==> src/rtl/siack_cfg.svh <==
// Function
// - external pending flag follows the priority level inputs, old level cleared
// - acknowledge of a level no longer pending returns the spurious vector
// - external level stays pending until the priority level inputs change
// - up to four sources per level; programmed priority picks the acknowledged one
// - external source with autovector bit clear gets an external acknowledge cycle
// - external acknowledge drives type lines and upper address high, level, low bits 0
// - access type attribute asserts and negates together with the start strobe
// - external autovector source: vector made inside, no external cycle
// - watchdog interrupt answered from the watchdog vector register, no bus cycle
// - internal source, autovector clear: internal acknowledge, peripheral gives vector
// - internal source, autovector set: internal acknowledge, autovector made inside
// - base pointer written only in supervisor mode by control move code C0F
// - watchdog vector register is 8-bit write-only, reset to 0F
// - service pair 55 then AA accepted only in that order
// - any activity between the two service writes is allowed
// - service register is 8-bit write-only, contents not initialised
// - pin assignment register is 8-bit read-write, cleared at reset
// - pin assignment bits select between shared pin functions
// - top pin assignment bit: 0 reset out, 1 second uart request to send
`ifndef SIACK_CFG_SVH
`define SIACK_CFG_SVH

`define SIACK_OFF_WDVEC   10'h042
`define SIACK_OFF_SVC     10'h043
`define SIACK_OFF_PINSEL  10'h0CE
`define SIACK_OFF_PEND    10'h0D0
`define SIACK_OFF_ICR0    10'h0D4
`define SIACK_OFF_EXTAV   10'h0D8
`define SIACK_BASE_CODE   12'hC0F
`define SIACK_WDVEC_RST   8'h0F
`define SIACK_PINSEL_RST  8'h00
`define SIACK_SVC_FIRST   8'h55
`define SIACK_SVC_SECOND  8'hAA
`define SIACK_SPUR_VEC    8'h18
`define SIACK_AUTOVEC_BASE 8'h18
`define SIACK_WDT_LEVEL   3'h7
`define SIACK_WDT_PRIO    2'h3
`define SIACK_ICR_AUTOVECTOR_SELECT_BIT    7
`define SIACK_PIN_RSTSEL  7
`define SIACK_EXT_ADDR_HI 23'h7F_FFFF
`define SIACK_EXT_TT      2'h3

`endif

==> src/rtl/siack_pkg.sv <==
package siack_pkg;
  typedef enum logic [2:0] {ST_IDLE, ST_EXT_TS, ST_EXT_WAIT, ST_INT_ACK, ST_DONE} siack_state_type;
  typedef enum logic [2:0] {RSP_SPUR, RSP_WDT, RSP_INT_VEC, RSP_INT_AUTO,
                            RSP_EXT_BUS, RSP_EXT_AUTO} siack_rsp_type;
  typedef struct packed {
    logic       autovector_select_bit;
    logic [2:0] level;
    logic [1:0] prio;
  } siack_icr_type;
  typedef struct packed {
    siack_state_type    st;
    logic [2:0]         lvl;
    siack_rsp_type      rsp;
    logic [1:0]         idx;
    logic [7:0]         vec;
    logic [31:0]        base;
    logic [7:0]         wdvec;
    logic [7:0]         pinsel;
    siack_icr_type [3:0] interrupt_control_reg;
    logic [7:0]         ext_autovector_select_bit;
    logic [7:0]         pend;
    logic [7:0]         rdata;
    logic               reset_out_signal_pin;
  } siack_top_state_type;

  function automatic logic [7:0] siack_lvl_dec(input logic [2:0] lvl);
    siack_lvl_dec = 8'h01 << lvl;
  endfunction
endpackage

==> src/rtl/siack_core_if.sv <==
`timescale 1ns/100ps
interface siack_core_if;
  import siack_pkg::*;
  logic [2:0]          ack_level;
  logic [3:0]          int_req;
  siack_icr_type [3:0] interrupt_control_reg;
  logic [7:0]          ext_pend;
  logic [7:0]          ext_autovector_select_bit;
  logic                wdt_req;
  siack_rsp_type       rsp;
  logic [1:0]          idx;
  logic                svc_wr;
  logic [7:0]          svc_data;
  logic                svc_restart;
  modport arb (input ack_level, int_req, interrupt_control_reg, ext_pend, ext_autovector_select_bit, wdt_req,
               output rsp, idx);
  modport svc (input svc_wr, svc_data, output svc_restart);
  modport top (output ack_level, int_req, interrupt_control_reg, ext_pend, ext_autovector_select_bit, wdt_req,
               svc_wr, svc_data, input rsp, idx, svc_restart);
endinterface

==> src/rtl/siack_arb.sv <==
`timescale 1ns/100ps
`include "siack_cfg.svh"
module siack_arb
  import siack_pkg::*;
(
  siack_core_if.arb s
);
  logic       found;
  logic       is_wdt;
  logic [1:0] best_prio;
  logic [1:0] best_idx;

  // highest programmed priority on the acknowledged level wins
  always_comb begin
    found     = 1'b0;
    is_wdt    = 1'b0;
    best_prio = 2'h0;
    best_idx  = 2'h0;
    for (int i = 0; i < 4; i++) begin
      if (s.int_req[i] && s.interrupt_control_reg[i].level == s.ack_level &&
          (!found || s.interrupt_control_reg[i].prio > best_prio)) begin
        found     = 1'b1;
        best_prio = s.interrupt_control_reg[i].prio;
        best_idx  = 2'(i);
      end
    end
    if (s.wdt_req && s.ack_level == `SIACK_WDT_LEVEL &&
        (!found || `SIACK_WDT_PRIO > best_prio)) begin
      found  = 1'b1;
      is_wdt = 1'b1;
    end
    s.idx = best_idx;
    if (found && is_wdt)
      s.rsp = RSP_WDT;
    else if (found)
      s.rsp = s.interrupt_control_reg[best_idx].autovector_select_bit ? RSP_INT_AUTO : RSP_INT_VEC;
    else if (s.ext_pend[s.ack_level])
      s.rsp = s.ext_autovector_select_bit[s.ack_level] ? RSP_EXT_AUTO : RSP_EXT_BUS;
    else
      s.rsp = RSP_SPUR;
  end
endmodule // siack_arb

==> src/rtl/siack_wdsvc.sv <==
`timescale 1ns/100ps
`include "siack_cfg.svh"
module siack_wdsvc
  import siack_pkg::*;
(
  input  wire logic i_ref_clk,
  input  wire logic i_nrst,
  siack_core_if.svc s
);
  typedef struct packed {
    logic armed;
    logic restart;
  } siack_svc_type;
  siack_svc_type c_d;
  siack_svc_type c_q;

  // data is never stored; only the sequence position matters
  always_comb begin
    c_d         = c_q;
    c_d.restart = 1'b0;
    if (s.svc_wr) begin
      if (s.svc_data == `SIACK_SVC_FIRST)
        c_d.armed = 1'b1;
      else if (s.svc_data == `SIACK_SVC_SECOND && c_q.armed) begin
        c_d.armed   = 1'b0;
        c_d.restart = 1'b1;
      end
      // other values leave the arm untouched so interleaved writes do no harm
    end
  end

  always_ff @(posedge i_ref_clk) begin
    if (!i_nrst)
      c_q <= '0;
    else
      c_q <= c_d;
  end

  assign s.svc_restart = c_q.restart;
endmodule // siack_wdsvc

==> src/rtl/siack_top.sv <==
`timescale 1ns/100ps
`include "siack_cfg.svh"
module siack_top
  import siack_pkg::*;
(
  input  wire logic        i_ref_clk,
  input  wire logic        i_nrst,
  input  wire logic        i_ctl_move_wr,
  input  wire logic [11:0] i_ctl_code,
  input  wire logic        i_supervisor,
  input  wire logic [31:0] i_ctl_wdata,
  input  wire logic        i_acc_valid,
  input  wire logic        i_acc_write,
  input  wire logic [31:0] i_acc_addr,
  input  wire logic [7:0]  i_acc_wdata,
  output logic             o_acc_hit,
  output logic [7:0]       o_acc_rdata,
  input  wire logic [2:0]  i_ipl_n,
  input  wire logic [3:0]  i_int_req,
  input  wire logic [7:0]  i_int_vector,
  input  wire logic        i_wdt_irq,
  input  wire logic        i_iack_req,
  input  wire logic [2:0]  i_iack_level,
  output logic             o_iack_busy,
  output logic             o_iack_done,
  output logic [7:0]       o_iack_vector,
  output logic [3:0]       o_int_iack,
  output logic [27:0]      o_addr,
  output logic [1:0]       o_tt,
  output logic             o_ts_n,
  output logic             o_atm,
  output logic             o_bus_oe,
  input  wire logic        i_ta_n,
  input  wire logic [31:0] i_data,
  output logic             o_wdt_restart,
  output logic [7:0]       o_pin_func,
  input  wire logic        i_reset_out,
  input  wire logic        i_uart2_rts,
  output logic             o_reset_out_signal_rts_pin
);
  siack_core_if        cif ();
  siack_top_state_type s_d;
  siack_top_state_type s_q;
  logic                hit;
  logic [9:0]          off;
  logic                wr;
  logic [7:0]          idx_dec;

  siack_arb siack_arb_inst (
    .s (cif.arb)
  );

  siack_wdsvc siack_wdsvc_inst (
    .i_ref_clk (i_ref_clk),
    .i_nrst    (i_nrst),
    .s         (cif.svc)
  );

  // registers live in a 1 kbyte window above the base pointer; bit 0 marks it valid
  assign hit = i_acc_valid && s_q.base[0] && i_acc_addr[31:10] == s_q.base[31:10];
  assign off = i_acc_addr[9:0];
  assign wr  = hit && i_acc_write;

  assign cif.ack_level = (s_q.st == ST_IDLE) ? i_iack_level : s_q.lvl;
  assign cif.int_req   = i_int_req;
  assign cif.interrupt_control_reg       = s_q.interrupt_control_reg;
  assign cif.ext_pend  = s_q.pend;
  assign cif.ext_autovector_select_bit  = s_q.ext_autovector_select_bit;
  assign cif.wdt_req   = i_wdt_irq;
  assign cif.svc_wr    = wr && off == `SIACK_OFF_SVC;
  assign cif.svc_data  = i_acc_wdata;

  always_comb begin
    s_d       = s_q;
    s_d.rdata = 8'h00;
    // pending tracks the inputs every cycle, so a changed level drops the old one
    s_d.pend     = siack_lvl_dec(~i_ipl_n) & 8'hFE;
    s_d.reset_out_signal_pin = s_q.pinsel[`SIACK_PIN_RSTSEL] ? i_uart2_rts : i_reset_out;
    if (i_ctl_move_wr && i_supervisor && i_ctl_code == `SIACK_BASE_CODE)
      s_d.base = i_ctl_wdata;
    if (wr) begin
      if (off == `SIACK_OFF_WDVEC)
        s_d.wdvec = i_acc_wdata;
      else if (off == `SIACK_OFF_PINSEL)
        s_d.pinsel = i_acc_wdata;
      else if (off == `SIACK_OFF_EXTAV)
        s_d.ext_autovector_select_bit = i_acc_wdata;
      else if (off[9:2] == 8'(`SIACK_OFF_ICR0 >> 2))
        s_d.interrupt_control_reg[off[1:0]] = {i_acc_wdata[`SIACK_ICR_AUTOVECTOR_SELECT_BIT], i_acc_wdata[4:0]};
    end else if (hit) begin
      // write-only locations and unmapped offsets read as zero
      if (off == `SIACK_OFF_PINSEL)
        s_d.rdata = s_q.pinsel;
      else if (off == `SIACK_OFF_PEND)
        s_d.rdata = s_q.pend;
      else if (off == `SIACK_OFF_EXTAV)
        s_d.rdata = s_q.ext_autovector_select_bit;
      else if (off[9:2] == 8'(`SIACK_OFF_ICR0 >> 2))
        s_d.rdata = {s_q.interrupt_control_reg[off[1:0]].autovector_select_bit, 2'b00, s_q.interrupt_control_reg[off[1:0]].level,
                     s_q.interrupt_control_reg[off[1:0]].prio};
    end
    case (s_q.st)
      ST_IDLE: begin
        if (i_iack_req) begin
          s_d.lvl = i_iack_level;
          s_d.rsp = cif.rsp;
          s_d.idx = cif.idx;
          case (cif.rsp)
            RSP_EXT_BUS: s_d.st = ST_EXT_TS;
            RSP_INT_VEC, RSP_INT_AUTO: s_d.st = ST_INT_ACK;
            RSP_WDT: begin
              s_d.vec = s_q.wdvec;
              s_d.st  = ST_DONE;
            end
            RSP_EXT_AUTO: begin
              s_d.vec = `SIACK_AUTOVEC_BASE + {5'h00, i_iack_level};
              s_d.st  = ST_DONE;
            end
            default: begin
              s_d.vec = `SIACK_SPUR_VEC;
              s_d.st  = ST_DONE;
            end
          endcase
        end
      end
      ST_EXT_TS: s_d.st = ST_EXT_WAIT;
      ST_EXT_WAIT: begin
        if (!i_ta_n) begin
          s_d.vec = i_data[31:24];
          s_d.st  = ST_DONE;
        end
      end
      ST_INT_ACK: begin
        if (s_q.rsp == RSP_INT_AUTO)
          s_d.vec = `SIACK_AUTOVEC_BASE + {5'h00, s_q.lvl};
        else
          s_d.vec = i_int_vector;
        s_d.st = ST_DONE;
      end
      default: s_d.st = ST_IDLE;
    endcase
  end

  always_ff @(posedge i_ref_clk) begin
    if (!i_nrst) begin
      s_q        <= '0;
      s_q.wdvec  <= `SIACK_WDVEC_RST;
      s_q.pinsel <= `SIACK_PINSEL_RST;
    end else begin
      s_q <= s_d;
    end
  end

  // bus signals decode straight from the state flop, no logic between
  always_comb begin
    o_ts_n   = !(s_q.st == ST_EXT_TS);
    o_atm    = s_q.st == ST_EXT_TS;
    o_bus_oe = s_q.st == ST_EXT_TS || s_q.st == ST_EXT_WAIT;
    o_tt     = o_bus_oe ? `SIACK_EXT_TT : 2'h0;
    o_addr   = o_bus_oe ? {`SIACK_EXT_ADDR_HI, s_q.lvl, 2'b00} : 28'h000_0000;
  end

  // a function result cannot be part-selected, so the decode goes through a net
  assign idx_dec        = siack_lvl_dec({1'b0, s_q.idx});
  assign o_int_iack     = (s_q.st == ST_INT_ACK) ? idx_dec[3:0] : 4'h0;
  assign o_iack_busy    = s_q.st != ST_IDLE;
  assign o_iack_done    = s_q.st == ST_DONE;
  assign o_iack_vector  = s_q.vec;
  assign o_acc_hit      = hit;
  assign o_acc_rdata    = s_q.rdata;
  assign o_pin_func     = s_q.pinsel;
  assign o_reset_out_signal_rts_pin = s_q.reset_out_signal_pin;
  assign o_wdt_restart  = cif.svc_restart;
endmodule // siack_top

==> config.mk <==
export PLATFORM = sky130hd
export DESIGN_NAME = siack_top
export DESIGN_NICKNAME = d
export VERILOG_FILES = /design/src/rtl/siack_pkg.sv /design/src/rtl/siack_core_if.sv /design/src/rtl/siack_arb.sv /design/src/rtl/siack_wdsvc.sv /design/src/rtl/siack_top.sv
export VERILOG_INCLUDE_DIRS = /design/src /design/src/rtl
export SDC_FILE = /design/constraint.sdc
export NUM_CORES = 1
export LEC_CHECK = 0
export ABC_AREA = 1
export BUFFER_PORTS_ARGS = -buffer_cell sky130_fd_sc_hd__clkbuf_2
export CAP_MARGIN = 5
export CORE_MARGIN = 4
export CORE_UTILIZATION = 51
export DETAILED_ROUTE_END_ITERATION = 8
export PLACE_DENSITY = 0.78
export SKIP_CTS_REPAIR_TIMING = 1
export SLEW_MARGIN = 10
export SYNTH_ARGS = -nofsm -noshare
export SYNTH_HDL_FRONTEND = slang
export SYNTH_SLANG_ARGS = --single-unit
export TNS_END_PERCENT = 5
==> constraint.sdc <==
create_clock -name i_ref_clk -period 5.7 [get_ports i_ref_clk]
set_clock_uncertainty 0.05 [all_clocks]
set_input_delay 0.285 -clock i_ref_clk [delete_from_list [all_inputs] [get_ports i_ref_clk]]
set_output_delay 0.285 -clock i_ref_clk [all_outputs]
set_load 0.03 [all_outputs]
### Yosys cells after proc, flatten, opt, wreduce, memory -nomap -nowiden

Cells that the tools add are included.

* register bits after elaboration: 118
* input port bits: 145
* output and inout port bits: 66

* add/subtract/negate cells: 2
* $lt $le $gt $ge: 8
* eq/ne operators: 28
* shifts and indexed selects: 2
* muxes and demuxes: 48
* bitwise gates (word level): 7
* reduce and logical (&&, ||, !) cells: 44

Operator list (number)
* $mux 8: 6
* $pmux 8 s3: 2
* $eq 10x8->1 const B: 3
* $mux 28: 1
* $bmux 6 s2: 2
* $bwmux 24: 1
* $eq 22x22->1: 1
* $eq 10x7->1 const B: 2
* $mux 19: 1
* $logic_and 1x1->1: 18
* $mux 6: 3
* $mux 2: 8
* $eq 3x2->1 const B: 5
* $mux 3: 5
* $mux 1: 13
* $add 5x3->6 const A: 2
* $demux 6 s2: 1
* $eq 12x12->1 const B: 1
* $eq 3x3->1: 4
* $eq 3x3->1 const B: 4
* $pmux 3 s4: 1
* $reduce_or 3->1: 3
* $eq 8x6->1 const B: 1
* $eq 8x7->1 const B: 1
* other kinds (25): 50

### Longest topological paths before layout

Gate-level depths: netlist (run 1).

* word-level depth: 28
* depth in mapped cells: 42
* gate-level depth less buffers: 40

### Hierarchy

A second synthesis (run 1) with hierarchy kept.

* cells, all modules: 1083
* area total of the unflattened synthesis: 6887.9 um^2

Modules (own cells, without submodules)
* siack_top: times used 1, cells an instance 890, area each 5858.1 um^2
* siack_arb: times used 1, cells an instance 157, area each 833.3 um^2
* siack_wdsvc: times used 1, cells an instance 36, area each 196.4 um^2

### Worst setup path after synthesis (run 1)

Ideal clock, no wire load.

* path kind: reg-to-reg
* start: register s_q[115] in the netlist's numbering
* end: register s_q (netlist bit o_iack_vector[1])
* data arrival time: 4.301 ns
* required time: 5.536 ns
* path slack: 1.235 ns
* stages on the path, launching flop included: 42
* buffers on the path: 2
* clock period less this slack: 4.465 ns
* path through: dfxtp_1 > nor2_8 > nand2_8 > nand2_4 > nand2_4 > nand2_1 > nand2_1 > nor2_4 > nand3_1 > ha_1 > inv_1 > nor2_1 > o21ai_0 > nand3_2 > nand3_1 > nand2_1 > ha_1 > inv_1 > (+6 left out) > inv_1 > ha_1 > inv_1 > nor2_1 > o21ai_0 > nand2_1 > nand2_1 > nand3_2 > nand3_2 > buf_6 > nand4_2 > nand2_2 > nand2_4 > nand2_2 > buf_6 > nand2_1 > nand2_1 > nor2_2

* longest elaborated chain between the ends: 28
* elaborated cells between the ends (all ways): 69
* classes of those cells: order compare: 4; eq/ne: 15; mux: 28; reduce/logical: 22

RTL lines
* start: declaration: line siack_top.sv:43 `siack_top_state_type s_q;`
* $logic_not 3->1: line siack_top.sv:64, siack_top.sv:102
* $mux 3: line siack_top.sv:64 `assign cif.ack_level = (s_q.st == ST_IDLE) ? i_iack_level : s_q.lvl;`
* $eq 3x3->1: line siack_arb.sv:20 `if (s.int_req[i] && s.interrupt_control_reg[i].level == s.ack_level &&`
* $logic_and 1x1->1: line siack_arb.sv:20
* $mux 2 / $mux 1 (equally long branches): line siack_arb.sv:20
* $gt 2x2->1 / $logic_not 1->1 (equally long branches): line siack_arb.sv:21 `(!found || s.interrupt_control_reg[i].prio > best_prio)) begin`
* $logic_or 1x1->1: line siack_arb.sv:21
* $logic_and 1x1->1: line siack_arb.sv:20
* (+12 left out)
* $mux 1: line siack_arb.sv:27 `` if (s.wdt_req && s.ack_level == `SIACK_WDT_LEVEL && ``
* $mux 3 / $logic_and 1x1->1 (equally long branches): line siack_arb.sv:35, siack_arb.sv:33
* $mux 3: line siack_arb.sv:33 `if (found && is_wdt)`
* $eq 3x2->1 / $eq 3x3->1 (equally long branches): line siack_top.sv:108 `case (cif.rsp)`
* $reduce_or 3->1 (no line)
* $pmux 8 s3: line siack_top.sv:108
* $mux 19: line siack_top.sv:104 `if (i_iack_req) begin`
* $pmux 8 s3: line siack_top.sv:102 `case (s_q.st)`

Several ways; a longest one is shown, not always the timed one. The select of a mux whose other input is x is not followed.
A chain may end at the register's enable or synchronous reset.

### Final worst setup path (run 1)

* start: register s_q[115] in the netlist's numbering
* end: register s_q (netlist bit o_iack_vector[3])

The elaborated chain is that of the path after synthesis.

==> flow_summary.yaml, run 1 <==
pwr:
  p_sw_w: 0.001350
  power_frac_comb: 0.480
  clockPowerShare: 0.234
  p_sw_frac: 0.4569
  pwr_density_cell_mw_per_mm2: 416.1
  vdd_drop_max_mv: 0.1848
  internal_power_w: 0.001605
  seq_power_share: 0.286
  leakagePower_nw: 3.360
synthesis:
  synth_area_mm2: 0.006175
  postSynthCellCount: 885
  ys_seq_elements: 108
  yosysSeqAreaShare: 0.3502
  yosysUniqueCellTypes: 47
  syn_area_per_cell_um2: 6.977
  yosys_warnings: 0
hold_path:
  hold_path_class: "in -> reg"
layout:
  fin_nets: 1150
  n_antenna_cell: 0
  largest_register_ffs: 42
  final_area_mm2: 0.007102
  drive_above_1_share: 0.2351
  synthToLayoutAreaGrowth_pct: 15.02
sta:
  worst_pin_slew_ps: 1075
  slew_viol_final: 0
  slew_headroom: 0.2766
  max_freq_mhz: 194.9
  tns_ps: 0
  rsz0062_at_grt: "false"
  finalCriticalPeriod_ps: 5131
  finalCritPeriodShare: 0.9001
  finalSetupViolations: 0
  hold_viol: 0
clock_tree:
  cts_tree: "done"
  h-tree-depth: 3
  root_buffer: "clkbuf_16"
  clk_path_buf_depth: 2
  clk_pin_slew_worst_paths_ps: 70
  clk_latency_ps: 350
  cts.sinks: 108
  cts_made_buffers: 9
drt:
  routed_via_density: 5.319
  drcViolationCount: 0
  drt_wl_total_um: 16640
  antenna_left: 0
  drt_pass1_iterations: 5
  drt_iter0_markers: 724
  num_vias: 6101
  routedWlPerCell_um: 14.51
status:
  status: "finished clean"
placed_design:
  dp.final_hpwl_um: 12800
  io_buffers: 175
  gp_congestion: 0.8912
  dpl_cell_area_mm2: 0.006775
critical_path:
  cpPeakStageDelay_ps: 390
  path_class: "reg -> reg"
  worstSetupEndpointType: "register"
  cp-start-kind: "register"
  crit_fanout: 13
  crit_top_cell: "nand2_1"
  arrival_ps: 5330
  cp.required_ps: 5900
  cpMaxStageDelayCell: "dfxtp_1"
grt:
  antenna_found_initial: 0
  grt_pass1_vias: 5669
  grt_overflow: 0
  groute.usage.overall: 0.2349
  grt_pass1_wl_um: 26920
  grt_max_degree: 50
floorplanning:
  die_w_um: 118.0
  initial_core_util: 0.5317
  die_h_um: 118.0
  core.rowCount: 39
  coreArea_mm2: 0.01161
  io_pins: 211
  floorplan.die_area_mm2: 0.01393
job:
  maxCapViolCount: 0
cell usage after synthesis, drive strengths merged:
cell,instances,share of area
inv,141,0.086
nand2,135,0.094
o2111ai,2,0.0028
nand4,13,0.014
and2,2,0.0020
a21oi,47,0.038
xor2,5,0.0071
a32oi,3,0.0043
nor2,112,0.075
o22ai,12,0.012
a221oi,1,0.0014
nor3,22,0.020
o21ai,68,0.056
o311ai,1,0.0014
ha,6,0.012
dfxtp,108,0.35
nand3,39,0.036
nor4,6,0.0061
and3,2,0.0020
o221ai,3,0.0043
o2bb2ai,1,0.0014
a22o,1,0.0014
nor3b,1,0.0012
nand3b,6,0.0073
a22oi,4,0.0049
a211oi,48,0.058
conb,1,0.00061
o211ai,11,0.013
buf,55,0.067
or2,5,0.0051
clkinv,1,0.00061
clkbuf,23,0.014
metal layers:
| layer | global-route usage | vias to the layer above | share of wire |
|---|---|---|---|
| met5 | 0 | - | 0 |
| met4 | 0.09084 | 0 | 0.025 |
| met3 | 0.05478 | 34 | 0.082 |
| met2 | 0.3971 | 245 | 0.47 |
| met1 | 0.2897 | 2707 | 0.42 |
| li1 | - | 3115 | - |
logic make-up (layout without fill, tap and decap cells):
family          Yosys count  in the layout  synth area share
simple gates            343            343            0.2628
compound gates          202            202            0.1996
flops                   108            108            0.3502
fa+ha+maj                 6              6           0.01216
buf+inv                 220            338            0.1676
other cells               1              2         0.0006073
xor+xnor                  5              5          0.007092
metrics by stage:
step,utilization,setup WS [ps],total power (W),instances,hold slack [ps]
6_report,0.6115,569.2,0.002955,1147,93.75
4_1_cts,0.6113,549.2,0.002952,1147,85.24
3_3_place_gp,0.5834,706.2,0.002239,1131,402.0
5_1_grt,0.6115,31.34,0.003142,1147,98.89
2_1_floorplan,-,1235,0.002093,886,311.8
3_5_place_dp,0.5834,603.2,0.002265,1131,407.1
cell usage in the layout, fill, tap and decap left out, types with 9 or more instances in the layout:
| master | n |
|---|---|
| nor2_1 | 105 |
| a211oi_1 | 48 |
| o21ai_0 | 66 |
| nand2_1 | 118 |
| inv_1 | 137 |
| nand4_1 | 12 |
| nor3_1 | 21 |
| o211ai_1 | 11 |
| dfxtp_1 | 108 |
| o22ai_1 | 12 |
| clkbuf_16 | 9 |
| nand3_1 | 33 |
| nand2_2 | 12 |
| a21oi_1 | 47 |
| clkbuf_2 | 175 |
power groups by stage:
stage	sequential, W	combinational (W)	clock [W]
after CTS	0.000845	0.00141	0.000699
final	0.000847	0.00142	0.000691
after global placement	0.000860	0.00138	0
after detailed placement	0.000862	0.00140	0
after global routing	0.000852	0.00156	0.000727
after floorplan	0.000855	0.00124	0
final cells by class:
class                      instances  area, um^2
clock buffer                      12       246.5
clock inverter                     4       77.57
fill                            1104        4512
inverter                         142       533.0
multi-input combinational        558        2990
sequential                       108        2162
tap                              143       178.9
timing repair buffer             180       913.4
path summary, 6_finish.rpt:
check / from / end / slack (ps) / cells after the start
setup / recovery: s_q[115] / o_iack_vector[3] / 570 / 39
hold / removal: i_ctl_wdata[16] / s_q[81] / 90 / 3
setup reg to reg: s_q[115] / o_iack_vector[3] / 570 / 39
hold reg to reg: siack_wdsvc_inst.c_q[1] / siack_wdsvc_inst.c_q[1] / 420 / 2
critical path: cells and delay by family (launching register included):
| kind | cells | cell delay (ps) |
|---|---|---|
| compound gates | 3 | 480 |
| simple gates | 29 | 3080 |
| buf+inv | 4 | 210 |
| flops | 1 | 390 |
| fa+ha+maj | 3 | 820 |
(Power assumes the default switching activity.)
==> run 2: changes to the inputs <==
--- a/config.mk
+++ b/config.mk
@@ -9,6 +9,7 @@
 export ABC_AREA = 1
 export BUFFER_PORTS_ARGS = -buffer_cell sky130_fd_sc_hd__clkbuf_2
 export CAP_MARGIN = 5
+export CORE_ASPECT_RATIO = 0.9
 export CORE_MARGIN = 4
 export CORE_UTILIZATION = 51
 export DETAILED_ROUTE_END_ITERATION = 8
==> flow_summary.yaml, run 2 (synthesis gave the netlist of run 1 again) <==
sta:
  finalSetupViolations: 0
  finalCritPeriodShare: 0.8935
  finalCriticalPeriod_ps: 5093
  tns_ps: 0
  rsz0062_at_grt: "false"
  worst_pin_slew_ps: 1116
  setup_slack_ps: 607.2
  slew_headroom: 0.2505
  max_freq_mhz: 196.4
  slew_viol_final: 0
  hold_viol: 0
placed_design:
  dpl_cell_area_mm2: 0.006784
  place_ws_ps: 617.7
  gp_congestion: 0.8955
  io_buffers: 175
  dp.final_hpwl_um: 12700
critical_path:
  cp-start-kind: "register"
  path_class: "reg -> reg"
  worstSetupEndpointType: "register"
  r2r_start: "s_q[115]"
  crit_top_cell: "nand2_1"
  arrival_ps: 5290
  r2r_cells: 40
  timing.rr.end: "o_iack_vector[4]"
  cpMaxStageDelayCell: "dfxtp_1"
  rrSetupSlack_ps: 610
  cp.required_ps: 5900
  crit_fanout: 13
  cpPeakStageDelay_ps: 380
clock_tree:
  clk_path_buf_depth: 2
  clk_latency_ps: 350
  root_buffer: "clkbuf_16"
  cts_tree: "done"
  cts.sinks: 108
  h-tree-depth: 3
  cts_made_buffers: 9
  clk_pin_slew_worst_paths_ps: 70
layout:
  drive_above_1_share: 0.2333
  layout_commonest_cell: "clkbuf_2"
  final_cell_mix: "clkbuf_2 (175), inv_1 (137), nand2_1 (119)"
  n_antenna_cell: 0
  final_area_mm2: 0.007088
  final_core_util: 0.6100
  fin_nets: 1149
  largest_register_ffs: 42
  synthToLayoutAreaGrowth_pct: 14.79
hold_path:
  hold_path_end: "s_q[83]"
  hold_path_class: "in -> reg"
  min_path_cells: 3
  min_from: "i_ctl_wdata[18]"
drt:
  drt_pass1_iterations: 5
  drcViolationCount: 0
  drt_iter0_markers: 642
  drt_wl_total_um: 16550
  antenna_left: 0
  num_vias: 6156
  routedWlPerCell_um: 14.28
  routed_via_density: 5.311
floorplanning:
  die_w_um: 124.0
  coreArea_mm2: 0.01162
  floorplan.die_area_mm2: 0.01393
  core.rowCount: 37
  io_pins: 211
  die_h_um: 112.4
  initial_core_util: 0.5314
status:
  status: "finished clean"
pwr:
  vdd_drop_max_mv: 0.2093
  pwr_density_cell_mw_per_mm2: 411.5
  leakagePower_nw: 3.348
grt:
  grt_max_degree: 50
  grt_overflow: 0
  groute.usage.overall: 0.2319
  grt_pass1_vias: 5396
  antenna_found_initial: 0
  grt_pass1_wl_um: 26120
job:
  maxCapViolCount: 0
## run 2: cell count changes in the layout (fill, tap and decap cells not counted)
cell,delta
buf_4,-1
bufinv_16,-1
clkbuf_8,+1
clkinv_2,+1
inv_6,-1
nand2_1,+1
nand2_2,-1
## run 2: routing by layer
layer  global-route usage  share of wire  up-vias
met4              0.04964          0.013        0
met3              0.04433          0.079       20
met5                    0              0        -
met2               0.3762           0.46      242
li1                     -              -     3103
met1               0.3210           0.45     2791
## run 2: area by class of cell
type / instances / area (um^2)
Multi-Input combinational cell: 558 / 2988
Clock buffer: 13 / 260.3
Fill cell: 1106 / 4532
Sequential cell: 108 / 2162
Timing Repair Buffer: 179 / 905.9
Inverter: 142 / 533.0
Tap cell: 156 / 195.2
Clock inverter: 3 / 43.79
## run 2: report_power, final
part           internal [W]  total, W  switching, W
Combinational      0.000394   0.00143       0.00104
Sequential         0.000808  0.000845     0.0000374
Clock              0.000366  0.000641      0.000275
Total               0.00157   0.00292       0.00135
## run 2: stage by stage
stage | std cells | hold slack [ps] | total power, W
after floorplan | 886 | 311.8 | 0.002093
after global placement | 1143 | 401.2 | 0.002260
after detailed placement | 1143 | 411.3 | 0.002278
after CTS | 1159 | 96.98 | 0.002917
after global routing | 1159 | 113.6 | 0.003088
final | 1159 | 99.34 | 0.002917
## run 2: how the worst max path moves through the flow
| stage | from | end | slack (ps) |
|---|---|---|---|
| final | s_q[115] | o_iack_vector[4] | 610 |
| after global routing | s_q[115] | o_iack_vector[4] | 40 |
| after detailed placement | s_q[115] | o_iack_vector[3] | 620 |
| after global placement | s_q[115] | o_iack_vector[1] | 700 |
| after CTS | s_q[115] | o_iack_vector[3] | 610 |
| after floorplan | s_q[115] | o_iack_vector[1] | 1240 |
## run 2: worst max-delay path: cells and delay by family, from the launching register on
| family | cells | cell delay (ps) |
|---|---|---|
| simple gates | 30 | 2970 |
| fa+ha+maj | 3 | 820 |
| compound gates | 3 | 520 |
| flops | 1 | 380 |
| buf+inv | 4 | 230 |
==> run 3: changes to the inputs <==
--- a/config.mk
+++ b/config.mk
@@ -6,14 +6,13 @@
 export SDC_FILE = /design/constraint.sdc
 export NUM_CORES = 1
 export LEC_CHECK = 0
-export ABC_AREA = 1
 export BUFFER_PORTS_ARGS = -buffer_cell sky130_fd_sc_hd__clkbuf_2
 export CAP_MARGIN = 5
 export CORE_ASPECT_RATIO = 0.9
 export CORE_MARGIN = 4
-export CORE_UTILIZATION = 51
+export CORE_UTILIZATION = 46
 export DETAILED_ROUTE_END_ITERATION = 8
-export PLACE_DENSITY = 0.78
+export PLACE_DENSITY = 0.74
 export SKIP_CTS_REPAIR_TIMING = 1
 export SLEW_MARGIN = 10
 export SYNTH_ARGS = -nofsm -noshare
==> constraint.sdc (replaced) <==
create_clock -name i_ref_clk -period 4.6 [get_ports i_ref_clk]
set_clock_uncertainty 0.05 [all_clocks]
set_input_delay 0.23 -clock i_ref_clk [delete_from_list [all_inputs] [get_ports i_ref_clk]]
set_output_delay 0.23 -clock i_ref_clk [all_outputs]
set_load 0.03 [all_outputs]
==> flow_summary.yaml, run 3 <==
critical_path:
  path_class: "reg -> reg"
  cpMaxStageDelayCell: "or4b_4"
  arrival_ps: 5540
  critPathTopFamily: "compound AO/OA/AOI/OAI gates"
  r2r_cells: 25
  crit_fanout: 6
  timing.rr.end: "o_iack_vector[3]"
  cpPeakStageDelay_ps: 560
  cp.required_ps: 4800
  critPathBufInv: 1
  cp-start-kind: "register"
  worstSetupEndpointType: "register"
  r2r_start: "s_q[113]"
  rrSetupSlack_ps: -740
synthesis:
  netlist_top_cells_area: "dfxtp_1 (34%), mux2i_1 (14%), buf_4 (6.2%), nor2_1 (6.0%), nand2_1 (3.4%)"
  synthTopCellsByCount: "dfxtp_1 (108), nor2_1 (101), mux2i_1 (88), nand2_1 (58), buf_4 (52)"
  yosysSeqAreaShare: 0.3415
  yosysMostFrequentCell: "dfxtp_1"
  yosysUniqueCellTypes: 69
  postSynthCellCount: 740
  synthArstFlopShare: 0
  yosys_warnings: 0
  synth_top_area_frac: 0.3415
  synth_edf_count: 0
  synth_top_area_cell: "dfxtp_1"
  syn_area_per_cell_um2: 8.556
  synthFlopType: "dfxtp_1"
  ys_seq_elements: 108
  synth_area_mm2: 0.006331
floorplanning:
  core.rowCount: 40
  floorplan.die_area_mm2: 0.01571
  coreArea_mm2: 0.01341
  initial_core_util: 0.4720
  io_pins: 211
  die_h_um: 119.3
  die_w_um: 131.7
sta:
  setup_slack_ps: -744.6
  worst_pin_slew_ps: 943.1
  slew_viol_final: 0
  hold_viol: 0
  finalCriticalPeriod_ps: 5345
  finalSetupViolations: 15
  rsz0062_at_grt: "true"
  finalCritPeriodShare: 1.162
  slew_headroom: 0.3697
  max_freq_mhz: 187.1
layout:
  fin_nets: 1042
  largest_register_ffs: 42
  synthToLayoutAreaGrowth_pct: 23.77
  final_area_mm2: 0.007836
  multiInputGateArea_mm2: 0.003775
  n_antenna_cell: 0
  nFillCells: 1197
  seq_area_mm2: 0.002168
  drive_above_1_share: 0.3482
  final_cell_mix: "clkbuf_2 (175), dfxtp_1 (105), nor2_1 (99)"
  layout_commonest_cell: "clkbuf_2"
clock_tree:
  cts.sinks: 108
  clk_latency_ps: 360
  cts_tree: "done"
  h-tree-depth: 3
  clk_pin_slew_worst_paths_ps: 80
  cts_made_buffers: 9
  root_buffer: "clkbuf_16"
  clk_path_buf_depth: 2
pwr:
  clockPowerShare: 0.199
  power_frac_comb: 0.540
  p_sw_w: 0.001835
  seq_power_share: 0.261
  power_w: 0.004079
  pwr_density_cell_mw_per_mm2: 520.5
  p_sw_frac: 0.4498
  vdd_drop_max_mv: 0.3538
  leakagePower_nw: 3.215
  internal_power_w: 0.002244
grt:
  grt_pass1_wl_um: 29190
  grt_overflow: 0
  groute.usage.overall: 0.2283
  grt_max_degree: 49
  antenna_found_initial: 0
  grt_pass1_vias: 5680
placed_design:
  dp.final_hpwl_um: 14120
  gp_congestion: 0.8735
  dpl_cell_area_mm2: 0.007269
  io_buffers: 175
drt:
  drcViolationCount: 0
  antenna_left: 0
  drt_wl_total_um: 18850
  drt_iter0_markers: 397
  routed_via_density: 5.518
  routedWlPerCell_um: 17.72
  num_vias: 5871
  drt_pass1_iterations: 5
hold_path:
  hold_path_class: "in -> reg"
  hold_path_end: "s_q[90]"
  min_from: "i_ctl_wdata[25]"
  min_path_cells: 3
status:
  failed_checks: "setup timing"
  status: "finished, violations left"
job:
  maxCapViolCount: 0
## run 3: cell count changes after synthesis, sizes merged, moves of 24 or more
cell / before / now
nand3: 39 / 15
inv: 141 / 17
nand2: 135 / 58
mux2i: 0 / 88
o21ai: 68 / 32
a211oi: 48 / 1
## run 3: how the worst max path moves through the flow
stage                        start  slack [ps]                to  cells after the start
after floorplan           s_q[113]        -680  o_iack_vector[3]                     28
after global placement    s_q[113]        -580  o_iack_vector[4]                     28
after detailed placement  s_q[113]        -760  o_iack_vector[4]                     28
after CTS                 s_q[113]        -840  o_iack_vector[4]                     28
after global routing      s_q[115]        -930  o_iack_vector[3]                     27
final                     s_q[113]        -740  o_iack_vector[3]                     25
## run 3: stage by stage
| step | setup TNS, ps | cells | utilization | setup slack [ps] | hold slack, ps |
|---|---|---|---|---|---|
| floorplan | -7421 | 741 | - | -675.3 | 256.8 |
| global placement | -6709 | 1042 | 0.5420 | -575.7 | 393.4 |
| detailed placement | -9231 | 1042 | 0.5420 | -763.4 | 397.5 |
| CTS | -10290 | 1058 | 0.5652 | -836.7 | 52.95 |
| global route | -10880 | 1064 | 0.5842 | -927.5 | 54.12 |
| finish | -8052 | 1064 | 0.5842 | -744.6 | 58.90 |
## run 3: power by group through the flow
| stage | clock (W) | sequential, W | combinational (W) |
|---|---|---|---|
| 2_1_floorplan | 0 | 0.00106 | 0.00170 |
| 3_3_place_gp | 0 | 0.00108 | 0.00203 |
| 3_5_place_dp | 0 | 0.00108 | 0.00205 |
| 4_1_cts | 0.000817 | 0.00106 | 0.00206 |
| 5_1_grt | 0.000850 | 0.00108 | 0.00235 |
| 6_report | 0.000811 | 0.00106 | 0.00220 |
## run 3: worst register-to-register path, cell delays in order, from the launching register on
cell and delay, ps:
dfxtp_4 370, or4b_4 560, a21oi_4 200, o22ai_4 100, nor2_4 120, nand2_2 80, ha_4 280, nor2b_4 130
o21ai_2 70, or3_4 390, a32oi_2 260, ha_1 290, nor2b_4 140, o21ai_2 150, a21boi_2 90, buf_4 150
nor2_2 120, a21oi_2 50, ha_2 310, a21oi_1 50, nand3_1 90, o31ai_2 70, a311o_2 450, o21a_4 270
o21a_1 190, o221a_1 220
## run 3: cell families (layout without fill, tap and decap cells)
kind of cell,count (synthesis),count (layout),synth area share
multiplexers,94,94,0.1605
flip-flops,108,108,0.3415
other,1,2,0.0005923
adder cells (fa/ha/maj),6,6,0.01186
AND/OR/NAND/NOR,262,262,0.2030
XOR/XNOR,36,36,0.04980
buffers and inverters,110,265,0.09940
AO/OA/AOI/OAI,123,123,0.1334
## run 3: metal layers
metal  vias up  share of wire  GRT usage
met3        41          0.071    0.05743
met2       223           0.50     0.3879
met5         -              0          0
met4         0          0.024    0.07480
li1       2849              -          -
met1      2758           0.41     0.2843
## run 3: layout make-up
cell class	instances	share of cell area
clock buffer	10	0.03050
sequential	108	0.2767
inverter	18	0.008622
clock inverter	6	0.009261
multi-input combinational	523	0.4817
tap	168	0.02682
timing repair buffer	231	0.1664
